File: config.mk
export PLATFORM = sky130hd
export DESIGN_NAME = sar_conv_dev_flat
export DESIGN_NICKNAME = d
export VERILOG_FILES = /design/src/hdl/sar_ctl_pkg.sv /design/src/hdl/sar_link_if.sv /design/src/hdl/sar_conv_dev.sv /design/src/flat_wrapper.sv
export SDC_FILE = /design/constraint.sdc
export NUM_CORES = 1
export LEC_CHECK = 0
export ABC_AREA = 1
export BUFFER_PORTS_ARGS = -buffer_cell sky130_fd_sc_hd__buf_2
export CAP_MARGIN = 10
export CORE_MARGIN = 5
export CORE_UTILIZATION = 31
export CTS_BUF_LIST = sky130_fd_sc_hd__clkbuf_4 sky130_fd_sc_hd__clkbuf_8
export CTS_CLUSTER_DIAMETER = 80
export DETAILED_ROUTE_END_ITERATION = 6
export PLACE_DENSITY_LB_ADDON = 0.3
export SYNTH_ARGS = -nofsm -noshare
export SYNTH_HDL_FRONTEND = slang
export SYNTH_SLANG_ARGS = --single-unit
export TNS_END_PERCENT = 100
File: constraint.sdc
create_clock -name mclk -period 2.1 [get_ports mclk]
set_input_delay 0.21 -clock mclk [delete_from_list [all_inputs] [get_ports mclk]]
set_output_delay 0.21 -clock mclk [all_outputs]
set_load 0.01 [all_outputs]
File: src/hdl/sar_ctl_pkg.sv
// Shared constants for the converter control and its host end
package sar_ctl_pkg;
  // Clock and timing figures
  localparam int MCLK_HZ        = 100_000_000;
  localparam int MCLK_PERIOD_NS = 10;
  localparam int CONV_CLK_HZ    = 640_000;
  localparam int CONV_DIV       = MCLK_HZ / CONV_CLK_HZ;
  localparam int TRIG_MIN_NS    = 200;
  localparam int ALE_MIN_NS     = 200;
  localparam int ADDR_SETUP_NS  = 50;
  localparam int MUX_SETTLE_NS  = 2500;
  localparam int OE_ACCESS_NS   = 250;
  // Least times round up to whole cycles
  localparam int TRIG_CYC       = (TRIG_MIN_NS + MCLK_PERIOD_NS - 1) / MCLK_PERIOD_NS;
  localparam int ALE_CYC        = (ALE_MIN_NS + MCLK_PERIOD_NS - 1) / MCLK_PERIOD_NS;
  localparam int SETUP_CYC      = (ADDR_SETUP_NS + MCLK_PERIOD_NS - 1) / MCLK_PERIOD_NS;
  localparam int SETTLE_CYC     = (MUX_SETTLE_NS + MCLK_PERIOD_NS - 1) / MCLK_PERIOD_NS;
  localparam int OE_CYC         = (OE_ACCESS_NS + MCLK_PERIOD_NS - 1) / MCLK_PERIOD_NS;
  // Approximation shape
  localparam int RES_BITS       = 8;
  localparam int CHAN_BITS      = 3;
  localparam int CYC_PER_BIT    = 8;
  localparam int CONV_CYCLES    = RES_BITS * CYC_PER_BIT;
  localparam int SYNC_STAGES    = 3;
  // Reset values
  localparam logic [7:0] DATA_RST = 8'h00;
  localparam logic [2:0] CHAN_RST = 3'h0;
endpackage

File: src/hdl/sar_link_if.sv
// Pin-level link between the host end and the converter end
`timescale 1ns/100ps
`default_nettype none
interface sar_link_if;
  logic       ale;
  logic [2:0] addr;
  logic       conversion_trigger_input;
  logic       oe;
  logic       eoc;
  logic [7:0] data_q;
  logic       data_oe_n;
  wire  [7:0] data_bus;

  // Data wire seen by the host; released lines read as the inverse of the
  // result, so a host sampling before the access time gets wrong data
  assign data_bus = data_oe_n ? ~data_q : data_q;

  modport dev (
    input  ale,
    input  addr,
    input  conversion_trigger_input,
    input  oe,
    output eoc,
    output data_q,
    output data_oe_n
  );
  modport host (
    output ale,
    output addr,
    output conversion_trigger_input,
    output oe,
    input  eoc,
    input  data_bus
  );
endinterface
`default_nettype wire

File: src/hdl/sar_conv_dev.sv
// Converter end: channel latch, approximation sequencer, result register
// Overview of operation
// - Rising strobe edge latches channel address
// - Address value n selects analog input n
// - Eight iterations, one bit each, MSB first
// - Trigger rising edge clears approximation register
// - Sequence starts on trigger falling edge
// - New trigger aborts and restarts conversion
// - Done fed back to trigger free-runs
// - Host kicks free-running loop on each rise of free_run seen in idle
// - Done drops within eight clocks of trigger
// - Result loads one clock before done rises
// - Result is straight positive-true binary
// - Host holds trigger high at least 200 ns on a command or free-run kick
// - Host holds strobe high at least 200 ns
// - Host waits 2.5 us after new channel
// - Data driven only while output enabled
`timescale 1ns/100ps
`default_nettype none
module sar_conv_dev #(
  parameter int DIV = sar_ctl_pkg::CONV_DIV
) (
  input  wire logic       mclk,
  input  wire logic       srst,
  sar_link_if.dev         link,
  input  wire logic       comp_high,
  output var  logic [7:0] dac_code,
  output var  logic [7:0] analog_input_n_en,
  output var  logic       busy
);
  localparam int NB = sar_ctl_pkg::RES_BITS;

  if (DIV < 2 || DIV > 65535) begin : g_chk
    $error("DIV out of range");
  end

  typedef enum logic [2:0] {ST_IDLE, ST_ARMED, ST_RUN, ST_LOAD, ST_FIN} state_t;

  // Mask selecting the bit under trial
  function automatic logic [7:0] bit_mask(input logic [2:0] idx);
    bit_mask = 8'h01 << idx;
  endfunction

  // Pin synchronisers: oe, trigger, strobe, address
  logic [5:0]  s1_r;
  logic [5:0]  s2_r;
  logic [5:0]  s3_r;
  logic [5:0]  filt_r;
  logic [5:0]  filt_prev_r;
  logic [5:0]  filt_nxt;
  logic [15:0] div_cnt_r;
  logic        tick_r;
  state_t      state_r;
  logic [5:0]  step_r;
  logic [7:0]  sar_r;
  logic [7:0]  data_r;
  logic [2:0]  chan_r;
  logic        eoc_r;
  logic        drop_pend_r;
  logic        oe_r;
  logic [7:0]  dout_r;
  logic [7:0]  dac_r;
  logic [7:0]  sel_r;
  logic        busy_r;

  // Level counts only once second and third stage agree
  assign filt_nxt = (s2_r & s3_r) | (filt_r & (s2_r ^ s3_r));

  always_ff @(posedge mclk) begin
    s1_r <= {link.oe, link.conversion_trigger_input, link.ale, link.addr};
    s2_r <= s1_r;
    s3_r <= s2_r;
  end

  always_ff @(posedge mclk) begin
    if (srst) begin
      filt_r      <= 6'h00;
      filt_prev_r <= 6'h00;
    end else begin
      filt_r      <= filt_nxt;
      filt_prev_r <= filt_r;
    end
  end

  // Decoded pin events
  wire       oe_lvl    = filt_r[5];
  wire       trig_rise = filt_r[4] & ~filt_prev_r[4];
  wire       trig_fall = ~filt_r[4] & filt_prev_r[4];
  wire       ale_rise  = filt_r[3] & ~filt_prev_r[3];
  wire [2:0] addr_lvl  = filt_r[2:0];

  // Free-running conversion clock enable; never gated, so a tick is due
  // within one conversion period of any trigger edge
  always_ff @(posedge mclk) begin
    if (srst) begin
      div_cnt_r <= 16'h0000;
      tick_r    <= 1'b0;
    end else if (div_cnt_r == 16'(DIV - 1)) begin
      div_cnt_r <= 16'h0000;
      tick_r    <= 1'b1;
    end else begin
      div_cnt_r <= div_cnt_r + 16'h0001;
      tick_r    <= 1'b0;
    end
  end

  // Channel latch and one-hot input select
  wire [7:0] sel_nxt = bit_mask(chan_r);

  always_ff @(posedge mclk) begin
    if (srst) begin
      chan_r <= sar_ctl_pkg::CHAN_RST;
      sel_r  <= 8'h01;
    end else begin
      if (ale_rise) begin
        chan_r <= addr_lvl;
      end
      sel_r <= sel_nxt;
    end
  end

  // Trial arithmetic: bit index counts down from MSB every eight ticks
  wire [2:0] bit_idx   = 3'(NB - 1) - step_r[5:3];
  wire       bit_last  = step_r[2:0] == 3'h7;
  wire       seq_last  = step_r == 6'(sar_ctl_pkg::CONV_CYCLES - 1);
  wire [7:0] trial     = sar_r | bit_mask(bit_idx);
  wire [7:0] decided   = comp_high ? trial : sar_r;

  // Sequencer; a trigger rising edge overrides whatever is in progress
  always_ff @(posedge mclk) begin
    if (srst) begin
      state_r <= ST_IDLE;
      step_r  <= 6'h00;
      sar_r   <= 8'h00;
      data_r  <= sar_ctl_pkg::DATA_RST;
    end else if (trig_rise) begin
      state_r <= ST_ARMED;
      step_r  <= 6'h00;
      sar_r   <= 8'h00;
    end else begin
      unique case (state_r)
        ST_IDLE: begin
        end
        ST_ARMED: begin
          if (trig_fall) begin
            state_r <= ST_RUN;
          end
        end
        ST_RUN: begin
          if (tick_r) begin
            step_r <= step_r + 6'h01;
            if (bit_last) begin
              sar_r <= decided;
            end
            if (seq_last) begin
              state_r <= ST_LOAD;
            end
          end
        end
        ST_LOAD: begin
          if (tick_r) begin
            data_r  <= sar_r;
            state_r <= ST_FIN;
          end
        end
        ST_FIN: begin
          if (tick_r) begin
            state_r <= ST_IDLE;
          end
        end
      endcase
    end
  end

  // Done flag: dropped on the first tick after a trigger rise, raised one
  // tick after the result load. Feeding it back to the trigger gives a
  // trigger pulse of at most one conversion period plus the synchroniser delays.
  wire eoc_set   = tick_r & (state_r == ST_FIN) & ~trig_rise;
  wire eoc_clear = tick_r & drop_pend_r;

  always_ff @(posedge mclk) begin
    if (srst) begin
      eoc_r       <= 1'b0;
      drop_pend_r <= 1'b0;
    end else begin
      drop_pend_r <= trig_rise | (drop_pend_r & ~tick_r);
      if (eoc_clear) begin
        eoc_r <= 1'b0;
      end else if (eoc_set) begin
        eoc_r <= 1'b1;
      end
    end
  end

  // Output stage: data and its enable from flops
  always_ff @(posedge mclk) begin
    if (srst) begin
      oe_r   <= 1'b0;
      dout_r <= sar_ctl_pkg::DATA_RST;
      dac_r  <= 8'h00;
      busy_r <= 1'b0;
    end else begin
      oe_r   <= oe_lvl;
      dout_r <= data_r;
      dac_r  <= (state_r == ST_RUN) ? trial : sar_r;
      busy_r <= state_r != ST_IDLE;
    end
  end

  assign link.eoc          = eoc_r;
  assign link.data_q       = dout_r;
  assign link.data_oe_n    = ~oe_r;
  assign dac_code          = dac_r;
  assign analog_input_n_en = sel_r;
  assign busy              = busy_r;
endmodule // sar_conv_dev
`default_nettype wire

File: src/flat_wrapper.sv
// flat-port wrapper written by rule: the top's interface ports become plain ports
module sar_conv_dev_flat 
#(
  parameter int DIV = sar_ctl_pkg::CONV_DIV
)
  (mclk, srst, comp_high, dac_code, analog_input_n_en, busy, link_ale, link_addr, link_conversion_trigger_input, link_oe, link_eoc, link_data_q, link_data_oe_n);
  sar_link_if link_i ();
  input  wire logic mclk;
  input  wire logic srst;
  input  wire logic comp_high;
  output var  logic [7:0] dac_code;
  output var  logic [7:0] analog_input_n_en;
  output var  logic busy;
  input wire logic [$bits(link_i.ale)-1:0] link_ale;
  input wire logic [$bits(link_i.addr)-1:0] link_addr;
  input wire logic [$bits(link_i.conversion_trigger_input)-1:0] link_conversion_trigger_input;
  input wire logic [$bits(link_i.oe)-1:0] link_oe;
  output wire logic [$bits(link_i.eoc)-1:0] link_eoc;
  output wire logic [$bits(link_i.data_q)-1:0] link_data_q;
  output wire logic [$bits(link_i.data_oe_n)-1:0] link_data_oe_n;
  assign link_i.ale = link_ale;
  assign link_i.addr = link_addr;
  assign link_i.conversion_trigger_input = link_conversion_trigger_input;
  assign link_i.oe = link_oe;
  assign link_eoc = link_i.eoc;
  assign link_data_q = link_i.data_q;
  assign link_data_oe_n = link_i.data_oe_n;
  sar_conv_dev #(.DIV(DIV)) u_core (.mclk(mclk), .srst(srst), .link(link_i), .comp_high(comp_high), .dac_code(dac_code), .analog_input_n_en(analog_input_n_en), .busy(busy));
endmodule
# Yosys cells after proc, flatten, opt, wreduce, memory -nomap -nowiden
# Index checks and enable logic that the tools add are counted.
# word_totals
register_bits	102
latch_bits	0
ramBits	0
mem_bits_ro	0
input_bits	9
mem_count	0
# classes
addsub	3
n_mul	0
div_mod_pow	0
n_lt_le_gt_ge	0
eq_ne	17
n_shift	2
muxes	9
bitwise	19
n_reduce_logical	11
# ops
op	n
$add 16x1->16 const B	1
$eq 16x8->1 const B	1
$shl 1x3->8 const A	2
$mux 3	5
$ne 3x1->1 const B	5
$and 6x6->6	2
$pmux 3 s4	1
$reduce_and 6->1	2
$ne 2x1->1 const B	5
$mux 8	1
$or 8x8->8	1
$and 1x1->1	7
$add 6x1->6 const B	1
$eq 3x2->1 const B	2
$eq 3x3->1 const B	2
$eq 6x6->1 const B	1
$not 1->1	6
$or 6x6->6	1
$reduce_or 2->1	3
$xor 6x6->6	1
$reduce_bool 5->1	1
$reduce_and 4->1	1
$reduce_bool 4->1	1
$eq 3x1->1 const B	1
6 further kinds	7

# Logic depth before layout (Yosys ltp)
# Gate-level depths: netlist of the first run.
# logic_depth
ltp_word	5
mapped_depth	11
ltp_nobuf	11

# Worst setup path after synthesis of the first run
# Ideal clock, no wire load.
# synth_timing
kind	register to register
from	reg u_core.div_cnt_r[0]
to	reg u_core.div_cnt_r[12]
arrival_ns	1.266
slack_ns	0.712
path_stages_with_launch	9
path_buffers	0
period_less_slack_ns	1.388
cell_sequence	dfxtp_1 ha_1 nand3_1 nor2_1 nand2_1 nor2_4 inv_1 o21ai_0 a21oi_1
# synth_between
elab_chain_len	2
# synth_rtl
item	line	rtl
from (decl)	sar_conv_dev.sv:51	logic [15:0] div_cnt_r;
from (signal assigned)	sar_conv_dev.sv:102	div_cnt_r <= div_cnt_r + 16'h0001;
branches (longest 2 deep; another with $add 16x1->16)	--	
# Several ways; the timed one is not identified.
# A chain may end at the register's enable or synchronous reset.

# Final worst setup path of the first run
# Ends and elaborated chain as after synthesis.

==> impl_metrics.sql, run 1 <==
INSERT INTO impl_metrics (metric_group, metric, value, unit) VALUES
('status', 'run_status', 'complete, no violations', ''),
('synthesis', 'synthesis.yosys.warnings', '0', ''),
('floorplanning', 'floorplan.die.width', '116', 'um'),
('global_routing', 'grt-ovfl-total', '0', ''),
('sta', 'slew_headroom', '0.651', ''),
('synthesis', 'synth_edf_count', '0', ''),
('finish', 'flow.area_growth_from_synthesis', '15.9', '%'),
('synthesis', 'synth_top_family_by_area', 'simple AND/OR/NAND/NOR gates', ''),
('synthesis', 'yosysTopAreaCell', 'sky130_fd_sc_hd__dfxtp_1', ''),
('synthesis', 'syn_avg_cell_area', '8.68', 'um2'),
('worst_setup_path', 'r2r_slack', '0.47', 'ns'),
('placement', 'gp_congestion', '0.740', ''),
('floorplanning', 'rows', '38', ''),
('synthesis', 'synth_seq_area_share', '0.572', ''),
('finish', 'regArea', '0.00198', 'mm2'),
('cts', 'clkSinkCount', '99', ''),
('worst_setup_path', 'worst-setup-path-type', 'reg2reg', ''),
('sta', 'report.final.setup_viol', '0', ''),
('worst_setup_path', 'rr_startpoint', 'u_core.div_cnt_r[0]$_SDFF_PP0_', ''),
('synthesis', 'synth_compound_area_frac', '0.108', ''),
('cts', 'clockBufferDepth', '2', ''),
('sta', 'hold_viol_final', '0', ''),
('drt', 'vias', '2524', ''),
('floorplanning', 'floorplan.initialDensity', '0.318', ''),
('floorplanning', 'floorplan.core_area', '0.0109', 'mm2'),
('finish', 'mostFrequentLayoutCells', 'sky130_fd_sc_hd__dfxtp_1 (99), sky130_fd_sc_hd__inv_1 (51), sky130_fd_sc_hd__nand2_1 (51), sky130_fd_sc_hd__a21oi_1 (49), sky130_fd_sc_hd__nor2_1 (48)', ''),
('synthesis', 'synth-async-reset-ratio', '0', ''),
('synthesis', 'synth_ff_type', 'sky130_fd_sc_hd__dfxtp_1', ''),
('power_and_ir_drop', 'static-leakage-power', '1.59', 'nW'),
('sta', 'grt_setup_unrepaired', 'no', ''),
('finish', 'final_nets', '463', ''),
('sta', 'finalSetupTns', '0', 'ns'),
('synthesis', 'synth_xor_xnor_area_share', '0.0126', ''),
('finish', 'finish.instance_area', '0.00402', 'mm2'),
('cts', 'root_buffer', 'sky130_fd_sc_hd__clkbuf_8', ''),
('synthesis', 'yosys-mux-area-fraction', '0', ''),
('min_path', 'worst_hold_path.endpoint', 'u_core.link.data_q[3]$_SDFF_PP0_', ''),
('placement', 'port_buffers', '35', ''),
('sta', 'layout_worst_path_cycle_share', '0.776', ''),
('worst_setup_path', 'critPathRequiredTime', '2.32', 'ns'),
('power_and_ir_drop', 'vdd_ir_drop_max', '0.000349', 'V'),
('power_and_ir_drop', 'power.density_cell_area', '870', 'mW/mm2'),
('drt', 'drt-initial-drc-count', '102', ''),
('drt', 'route.detailed.drc', '0', ''),
('sta', 'clock-skew-final', '0.00627', 'ns'),
('floorplanning', 'die_h', '116', 'um'),
('synthesis', 'yosys.area_share.simple', '0.199', ''),
('flow_run', 'max-cap-violations', '0', ''),
('sta', 'timing.fmax', '614', 'MHz'),
('placement', 'hpwl', '4260', 'um'),
('sta', 'maxSlewViolCount', '0', ''),
('worst_setup_path', 'timing.rr.end', 'u_core.div_cnt_r[12]$_SDFF_PP0_', ''),
('cts', 'cts-htree-levels', '3', ''),
('cts', 'cts_hold_repair.buffers', '6', ''),
('worst_setup_path', 'critical_path.cell_chain', 'ha_1 > nand3_1 > nor2_1 > nand2_1 > nor2_4 > inv_1 > o21ai_0 > a21oi_1', ''),
('synthesis', 'yosys-top-cells-area', 'sky130_fd_sc_hd__dfxtp_1 (57%), sky130_fd_sc_hd__a21oi_1 (7.1%), sky130_fd_sc_hd__inv_1 (5.5%), sky130_fd_sc_hd__nand2_1 (5.5%), sky130_fd_sc_hd__nor2_1 (5.2%)', ''),
('worst_setup_path', 'cell_family_with_the_largest_share_of_critical_path_delay', 'simple AND/OR/NAND/NOR gates', ''),
('drt', 'route.final.wire_length', '6020', 'um'),
('cts', 'cts_setup_buffers', '0', ''),
('synthesis', 'synth.lib_cells_used.distinct', '30', ''),
('sta', 'final_period_minus_worst_setup_slack', '1.63', 'ns'),
('cts', 'ctsResizeCount', '0', ''),
('finish', 'nFillCells', '1116', ''),
('synthesis', 'synth_adder_area_share', '0.0325', ''),
('finish', 'antenna_cells', '0', ''),
('finish', 'final_common_cell', 'sky130_fd_sc_hd__dfxtp_1', ''),
('sta', 'fin_worst_hold_slack', '0.240', 'ns'),
('global_routing', 'number_of_global_route_vias_before_repair', '2361', ''),
('worst_setup_path', 'r2r_cells', '8', ''),
('worst_setup_path', 'worst_path_largest_cell_delay', '0.36', 'ns'),
('finish', 'post_route_cells_drive_above_1_share', '0.163', '');
worst max path at each step:
stage | depth (start not counted) | from | end
2_1_floorplan | 8 | u_core.div_cnt_r[0]$_SDFF_PP0_ | u_core.div_cnt_r[12]$_SDFF_PP0_
5_1_grt | 8 | u_core.div_cnt_r[0]$_SDFF_PP0_ | u_core.div_cnt_r[12]$_SDFF_PP0_
3_3_place_gp | 8 | u_core.div_cnt_r[0]$_SDFF_PP0_ | u_core.div_cnt_r[12]$_SDFF_PP0_
4_1_cts | 8 | u_core.div_cnt_r[0]$_SDFF_PP0_ | u_core.div_cnt_r[12]$_SDFF_PP0_
6_report | 8 | u_core.div_cnt_r[0]$_SDFF_PP0_ | u_core.div_cnt_r[12]$_SDFF_PP0_
3_5_place_dp | 8 | u_core.div_cnt_r[0]$_SDFF_PP0_ | u_core.div_cnt_r[12]$_SDFF_PP0_
cell usage after synthesis, types with 2 or more instances:
master	instances
sky130_fd_sc_hd__nor2_2	2
sky130_fd_sc_hd__inv_2	2
sky130_fd_sc_hd__nand4_1	7
sky130_fd_sc_hd__dfxtp_1	99
sky130_fd_sc_hd__nand3_1	10
sky130_fd_sc_hd__nand2_1	51
sky130_fd_sc_hd__nor3_1	16
sky130_fd_sc_hd__buf_2	3
sky130_fd_sc_hd__nor2_4	5
sky130_fd_sc_hd__a21oi_1	49
sky130_fd_sc_hd__inv_1	51
sky130_fd_sc_hd__buf_4	2
sky130_fd_sc_hd__nand2_2	4
sky130_fd_sc_hd__o21ai_1	2
sky130_fd_sc_hd__clkbuf_1	4
sky130_fd_sc_hd__xor2_1	5
sky130_fd_sc_hd__nor2_1	48
sky130_fd_sc_hd__ha_1	9
sky130_fd_sc_hd__or2_2	2
sky130_fd_sc_hd__o21ai_0	18
through the flow:
step / worst slack, ns / instances / power [mW]
2_1_floorplan: 0.712 / 399 / 2.38
3_3_place_gp: 0.558 / 568 / 2.47
3_5_place_dp: 0.494 / 568 / 2.48
4_1_cts: 0.477 / 589 / 3.55
5_1_grt: 0.356 / 589 / 3.70
6_report: 0.471 / 589 / 3.49
registers in the layout, summed over array words and instances, names as in the netlist, 8 cells and up:
register	count
u_core.analog_input_n_en	8
u_core.dac_code	8
u_core.data_r	8
u_core.div_cnt_r	16
u_core.link.data_q	8
u_core.sar_r	8
routing by layer:
metal	GRT usage	wire, um
met5	0	0
met3	0.0371	353
met2	0.154	2640
met1	0.118	2920
met4	0.0363	101
kinds of logic after synthesis:
family                   count (synthesis)
XOR/XNOR                                 5
buffers and inverters                   64
flip-flops                              99
adder cells (fa/ha/maj)                  9
AO/OA/AOI/OAI                           73
AND/OR/NAND/NOR                        149
layout make-up:
| cell class | instances | area share |
|---|---|---|
| multi-input cells | 236 | 0.304 |
| clock inverters | 4 | 0.00717 |
| repair buffers | 45 | 0.0661 |
| clock buffers | 11 | 0.0346 |
| well taps | 140 | 0.0436 |
| inverters | 54 | 0.0505 |
| flip-flops and latches | 99 | 0.494 |
worst register-to-register path, cell delays in order (launching register included):
cell	delay, ns
sky130_fd_sc_hd__dfxtp_1	0.36
sky130_fd_sc_hd__ha_1	0.20
sky130_fd_sc_hd__nand3_1	0.11
sky130_fd_sc_hd__nor2_1	0.24
sky130_fd_sc_hd__nand2_1	0.16
sky130_fd_sc_hd__nor2_4	0.14
sky130_fd_sc_hd__inv_1	0.06
sky130_fd_sc_hd__o21ai_0	0.15
sky130_fd_sc_hd__a21oi_1	0.08
power breakdown:
part,switching (mW),internal (mW),leakage [nW]
sequential,0.0464,1.95,0.808
clock,0.612,0.451,0.0822
combinational,0.272,0.165,0.696
total,0.930,2.56,1.59
Power figures use the tool's default switching activity.
==> run 2, diff against run 1 <==
==> constraint.sdc (replaced) <==
create_clock -name mclk -period 1.6 [get_ports mclk]
set_input_delay 0.16 -clock mclk [delete_from_list [all_inputs] [get_ports mclk]]
set_output_delay 0.16 -clock mclk [all_outputs]
set_load 0.01 [all_outputs]
==> run 2 against run 1 <==
Sequential power grew 31%. Via count up 2.9%. Worst hold slack got worse by 0.086 ns. Register-to-register slack got worse by 0.36 ns.
==> impl_metrics.sql, run 2 (synthesized netlist as in run 1, its figures left out) <==
INSERT INTO impl_metrics (metric_group, metric, value, unit) VALUES
('cts', 'clockBufferDepth', '2', ''),
('drt', 'routedWlPerCell', '10.3', 'um'),
('finish', 'multi_input_logic_area', '0.00123', 'mm2'),
('cts', 'worst_setup_hold_path_clk_slew', '0.09', 'ns'),
('worst_setup_path', 'rr_startpoint', 'u_core.div_cnt_r[0]$_SDFF_PP0_', ''),
('worst_setup_path', 'r2r_cells', '8', ''),
('global_routing', 'use_met1', '0.113', ''),
('drt', 'drt-vias-per-instance', '4.36', ''),
('finish', 'regArea', '0.00198', 'mm2'),
('placement', 'gp_congestion', '0.777', ''),
('sta', 'slew_headroom', '0.791', ''),
('finish', 'postLayoutCoreUtil', '0.377', ''),
('finish', 'most_flops_register', 'u_core.div_cnt_r', ''),
('placement', 'hpwl', '4280', 'um'),
('sta', 'layout_setup_ws', '0.108', 'ns'),
('floorplanning', 'floorplan.core_area', '0.0109', 'mm2'),
('drt', 'detail-route-antenna-nets', '0', ''),
('drt', 'route.detailed.drc', '0', ''),
('worst_setup_path', 'critical_path_arrival', '1.74', 'ns'),
('global_routing', 'grt_most_used_layer', 'met2', ''),
('cts', 'clkSinkCount', '99', ''),
('sta', 'layout_worst_path_cycle_share', '0.932', ''),
('worst_setup_path', 'critical_path_buf_inv_count', '1', ''),
('global_routing', 'grt_first_pass_wirelength', '10600', 'um'),
('cts', 'cts_tree', 'done', ''),
('flow_run', 'max-cap-violations', '0', ''),
('finish', 'final_nets', '470', ''),
('sta', 'grt_setup_unrepaired', 'yes', ''),
('floorplanning', 'floorplan.initialDensity', '0.318', ''),
('status', 'run_status', 'complete, no violations', ''),
('global_routing', 'number_of_global_route_vias_before_repair', '2443', ''),
('drt', 'drt-initial-drc-count', '176', ''),
('sta', 'hold_viol_final', '0', ''),
('min_path', 'whs_path_depth', '2', ''),
('finish', 'final_common_cell', 'sky130_fd_sc_hd__dfxtp_1', ''),
('placement', 'pre_cts_slack', '0.109', 'ns'),
('min_path', 'worst_hold_path.endpoint', 'u_core.filt_prev_r[4]$_SDFF_PP0_', ''),
('worst_setup_path', 'critical_path.max_fanout', '5', ''),
('drt', 'drt-pass1-iter-count', '4', ''),
('worst_setup_path', 'r2r_slack', '0.11', 'ns'),
('finish', 'nFillCells', '1090', ''),
('sta', 'clock-skew-final', '0.0134', 'ns'),
('worst_setup_path', 'critical_path.cell_chain', 'ha_1 > nand3_1 > nor2_2 > nand2_1 > nor2_4 > inv_1 > o21ai_0 > a21oi_1', ''),
('min_path', 'beginning_of_the_worst_hold_path', 'srst', ''),
('worst_setup_path', 'timing.critical_path.from_type', 'flop', ''),
('floorplanning', 'die_h', '116', 'um'),
('min_path', 'min_path_type', 'in2reg', ''),
('power_and_ir_drop', 'power.density_cell_area', '1180', 'mW/mm2'),
('placement', 'port_buffers', '35', ''),
('power_and_ir_drop', 'p_switching', '1.31', 'mW'),
('cts', 'root_buffer', 'sky130_fd_sc_hd__clkbuf_8', ''),
('power_and_ir_drop', 'pwr-share-clk', '0.334', ''),
('power_and_ir_drop', 'internal', '3.52', 'mW'),
('global_routing', 'gr-usage-all-layers', '0.0990', ''),
('global_routing', 'global_route.usage.met2', '0.169', ''),
('drt', 'route.final.wire_length', '6120', 'um'),
('sta', 'final_period_minus_worst_setup_slack', '1.49', 'ns'),
('placement', 'detailed_place.area', '0.00383', 'mm2'),
('global_routing', 'grt_max_degree', '21', ''),
('worst_setup_path', 'worst_path_largest_cell_delay', '0.36', 'ns'),
('sta', 'timing.fmax', '670', 'MHz'),
('worst_setup_path', 'timing.rr.end', 'u_core.div_cnt_r[12]$_SDFF_PP0_', ''),
('power_and_ir_drop', 'static-leakage-power', '1.63', 'nW'),
('power_and_ir_drop', 'share_comb_of_total_power', '0.123', ''),
('power_and_ir_drop', 'share_seq_of_total_power', '0.543', ''),
('global_routing', 'grt-ovfl-total', '0', ''),
('power_and_ir_drop', 'vdd_ir_drop_max', '0.000513', 'V'),
('global_routing', 'antenna_violations_before_repair', '0', ''),
('worst_setup_path', 'critical_path_endpoint_category', 'flop', ''),
('drt', 'vias', '2597', ''),
('worst_setup_path', 'critPathRequiredTime', '1.85', 'ns'),
('finish', 'finish.instance_area', '0.00411', 'mm2'),
('power_and_ir_drop', 'fraction_of_power_spent_switching_nets', '0.272', ''),
('floorplanning', 'io_pins', '36', ''),
('floorplanning', 'rows', '38', ''),
('sta', 'fin_worst_hold_slack', '0.155', 'ns'),
('finish', 'largest_register_ffs', '16', ''),
('finish', 'flow.area_growth_from_synthesis', '18.6', '%'),
('floorplanning', 'floorplan.die.width', '116', 'um'),
('power_and_ir_drop', 'totalPowerFinal', '4.83', 'mW'),
('cts', 'cts-htree-levels', '3', ''),
('floorplanning', 'fp.dieArea', '0.0134', 'mm2'),
('cts', 'cts_buffers', '9', ''),
('finish', 'antenna_cells', '0', ''),
('finish', 'post_route_cells_drive_above_1_share', '0.180', ''),
('sta', 'worst_slew_pin_slew', '0.313', 'ns'),
('worst_setup_path', 'worst-setup-path-type', 'reg2reg', ''),
('worst_setup_path', 'slowest_stage', 'sky130_fd_sc_hd__dfxtp_1', ''),
('global_routing', 'grt.met3_usage', '0.0371', ''),
('cts', 'insertion_delay', '0.37', 'ns'),
('sta', 'maxSlewViolCount', '0', ''),
('sta', 'report.final.setup_viol', '0', ''),
('worst_setup_path', 'cell_family_with_the_largest_share_of_critical_path_delay', 'simple AND/OR/NAND/NOR gates', ''),
('finish', 'mostFrequentLayoutCells', 'sky130_fd_sc_hd__dfxtp_1 (99), sky130_fd_sc_hd__inv_1 (51), sky130_fd_sc_hd__nand2_1 (50), sky130_fd_sc_hd__a21oi_1 (49), sky130_fd_sc_hd__nor2_1 (47)', '');
run 2: changes by cell type in the layout (fill, tap and decap cells not counted), sizes merged:
cell | before | now
inv | 53 | 55
bufinv | 0 | 1
clkbuf | 11 | 9
clkinv | 3 | 2
buf | 39 | 46
run 2: routing by layer:
metal,vias to the layer above,part of all wire
li1,1382,-
met1,1169,0.46
met2,35,0.46
met3,11,0.056
met4,0,0.016
met5,-,0
run 2: area by class of cell:
class	count	area share
tap	140	0.0426
clock inverter	6	0.0180
clock buffer	9	0.0301
timing repair buffer	52	0.0773
multi-input combinational	236	0.300
sequential	99	0.482
inverter	54	0.0493
run 2: power by group through the flow:
stage               Sequential, mW  Clock (mW)  Combinational (mW)
global placement              2.67           0               0.572
finish                        2.62        1.61               0.593
detailed placement            2.68           0               0.582
CTS                           2.62        1.68               0.595
floorplan                     2.68           0               0.453
global route                  2.64        1.78               0.685
run 2: timing repair:
action,in CTS,in global routing
setup endpoints to repair,0,15
hold buffers,6,0
gates resized for setup,0,3
endpoints found under the hold margin,6,0
buffers inserted,0,1
run 2: worst max-delay path by stage:
stage	from	endpoint	slack [ns]	depth (start not counted)
floorplan	u_core.div_cnt_r[0]$_SDFF_PP0_	u_core.div_cnt_r[12]$_SDFF_PP0_	0.21	8
global placement	u_core.state_r[2]$_SDFFE_PP0P_	u_core.data_r[7]$_SDFFE_PP0P_	0.12	6
detailed placement	u_core.div_cnt_r[0]$_SDFF_PP0_	u_core.div_cnt_r[12]$_SDFF_PP0_	0.11	8
CTS	u_core.div_cnt_r[0]$_SDFF_PP0_	u_core.div_cnt_r[12]$_SDFF_PP0_	0.07	8
global route	u_core.div_cnt_r[0]$_SDFF_PP0_	u_core.div_cnt_r[12]$_SDFF_PP0_	-0.05	8
finish	u_core.div_cnt_r[0]$_SDFF_PP0_	u_core.div_cnt_r[12]$_SDFF_PP0_	0.11	8
run 2: metrics by stage:
stage          setup TNS, ns  std cells
3_3_place_gp               0        574
4_1_cts                    0        595
5_1_grt              -0.0709        596
3_5_place_dp               0        574
6_report                   0        596
2_1_floorplan              0        399
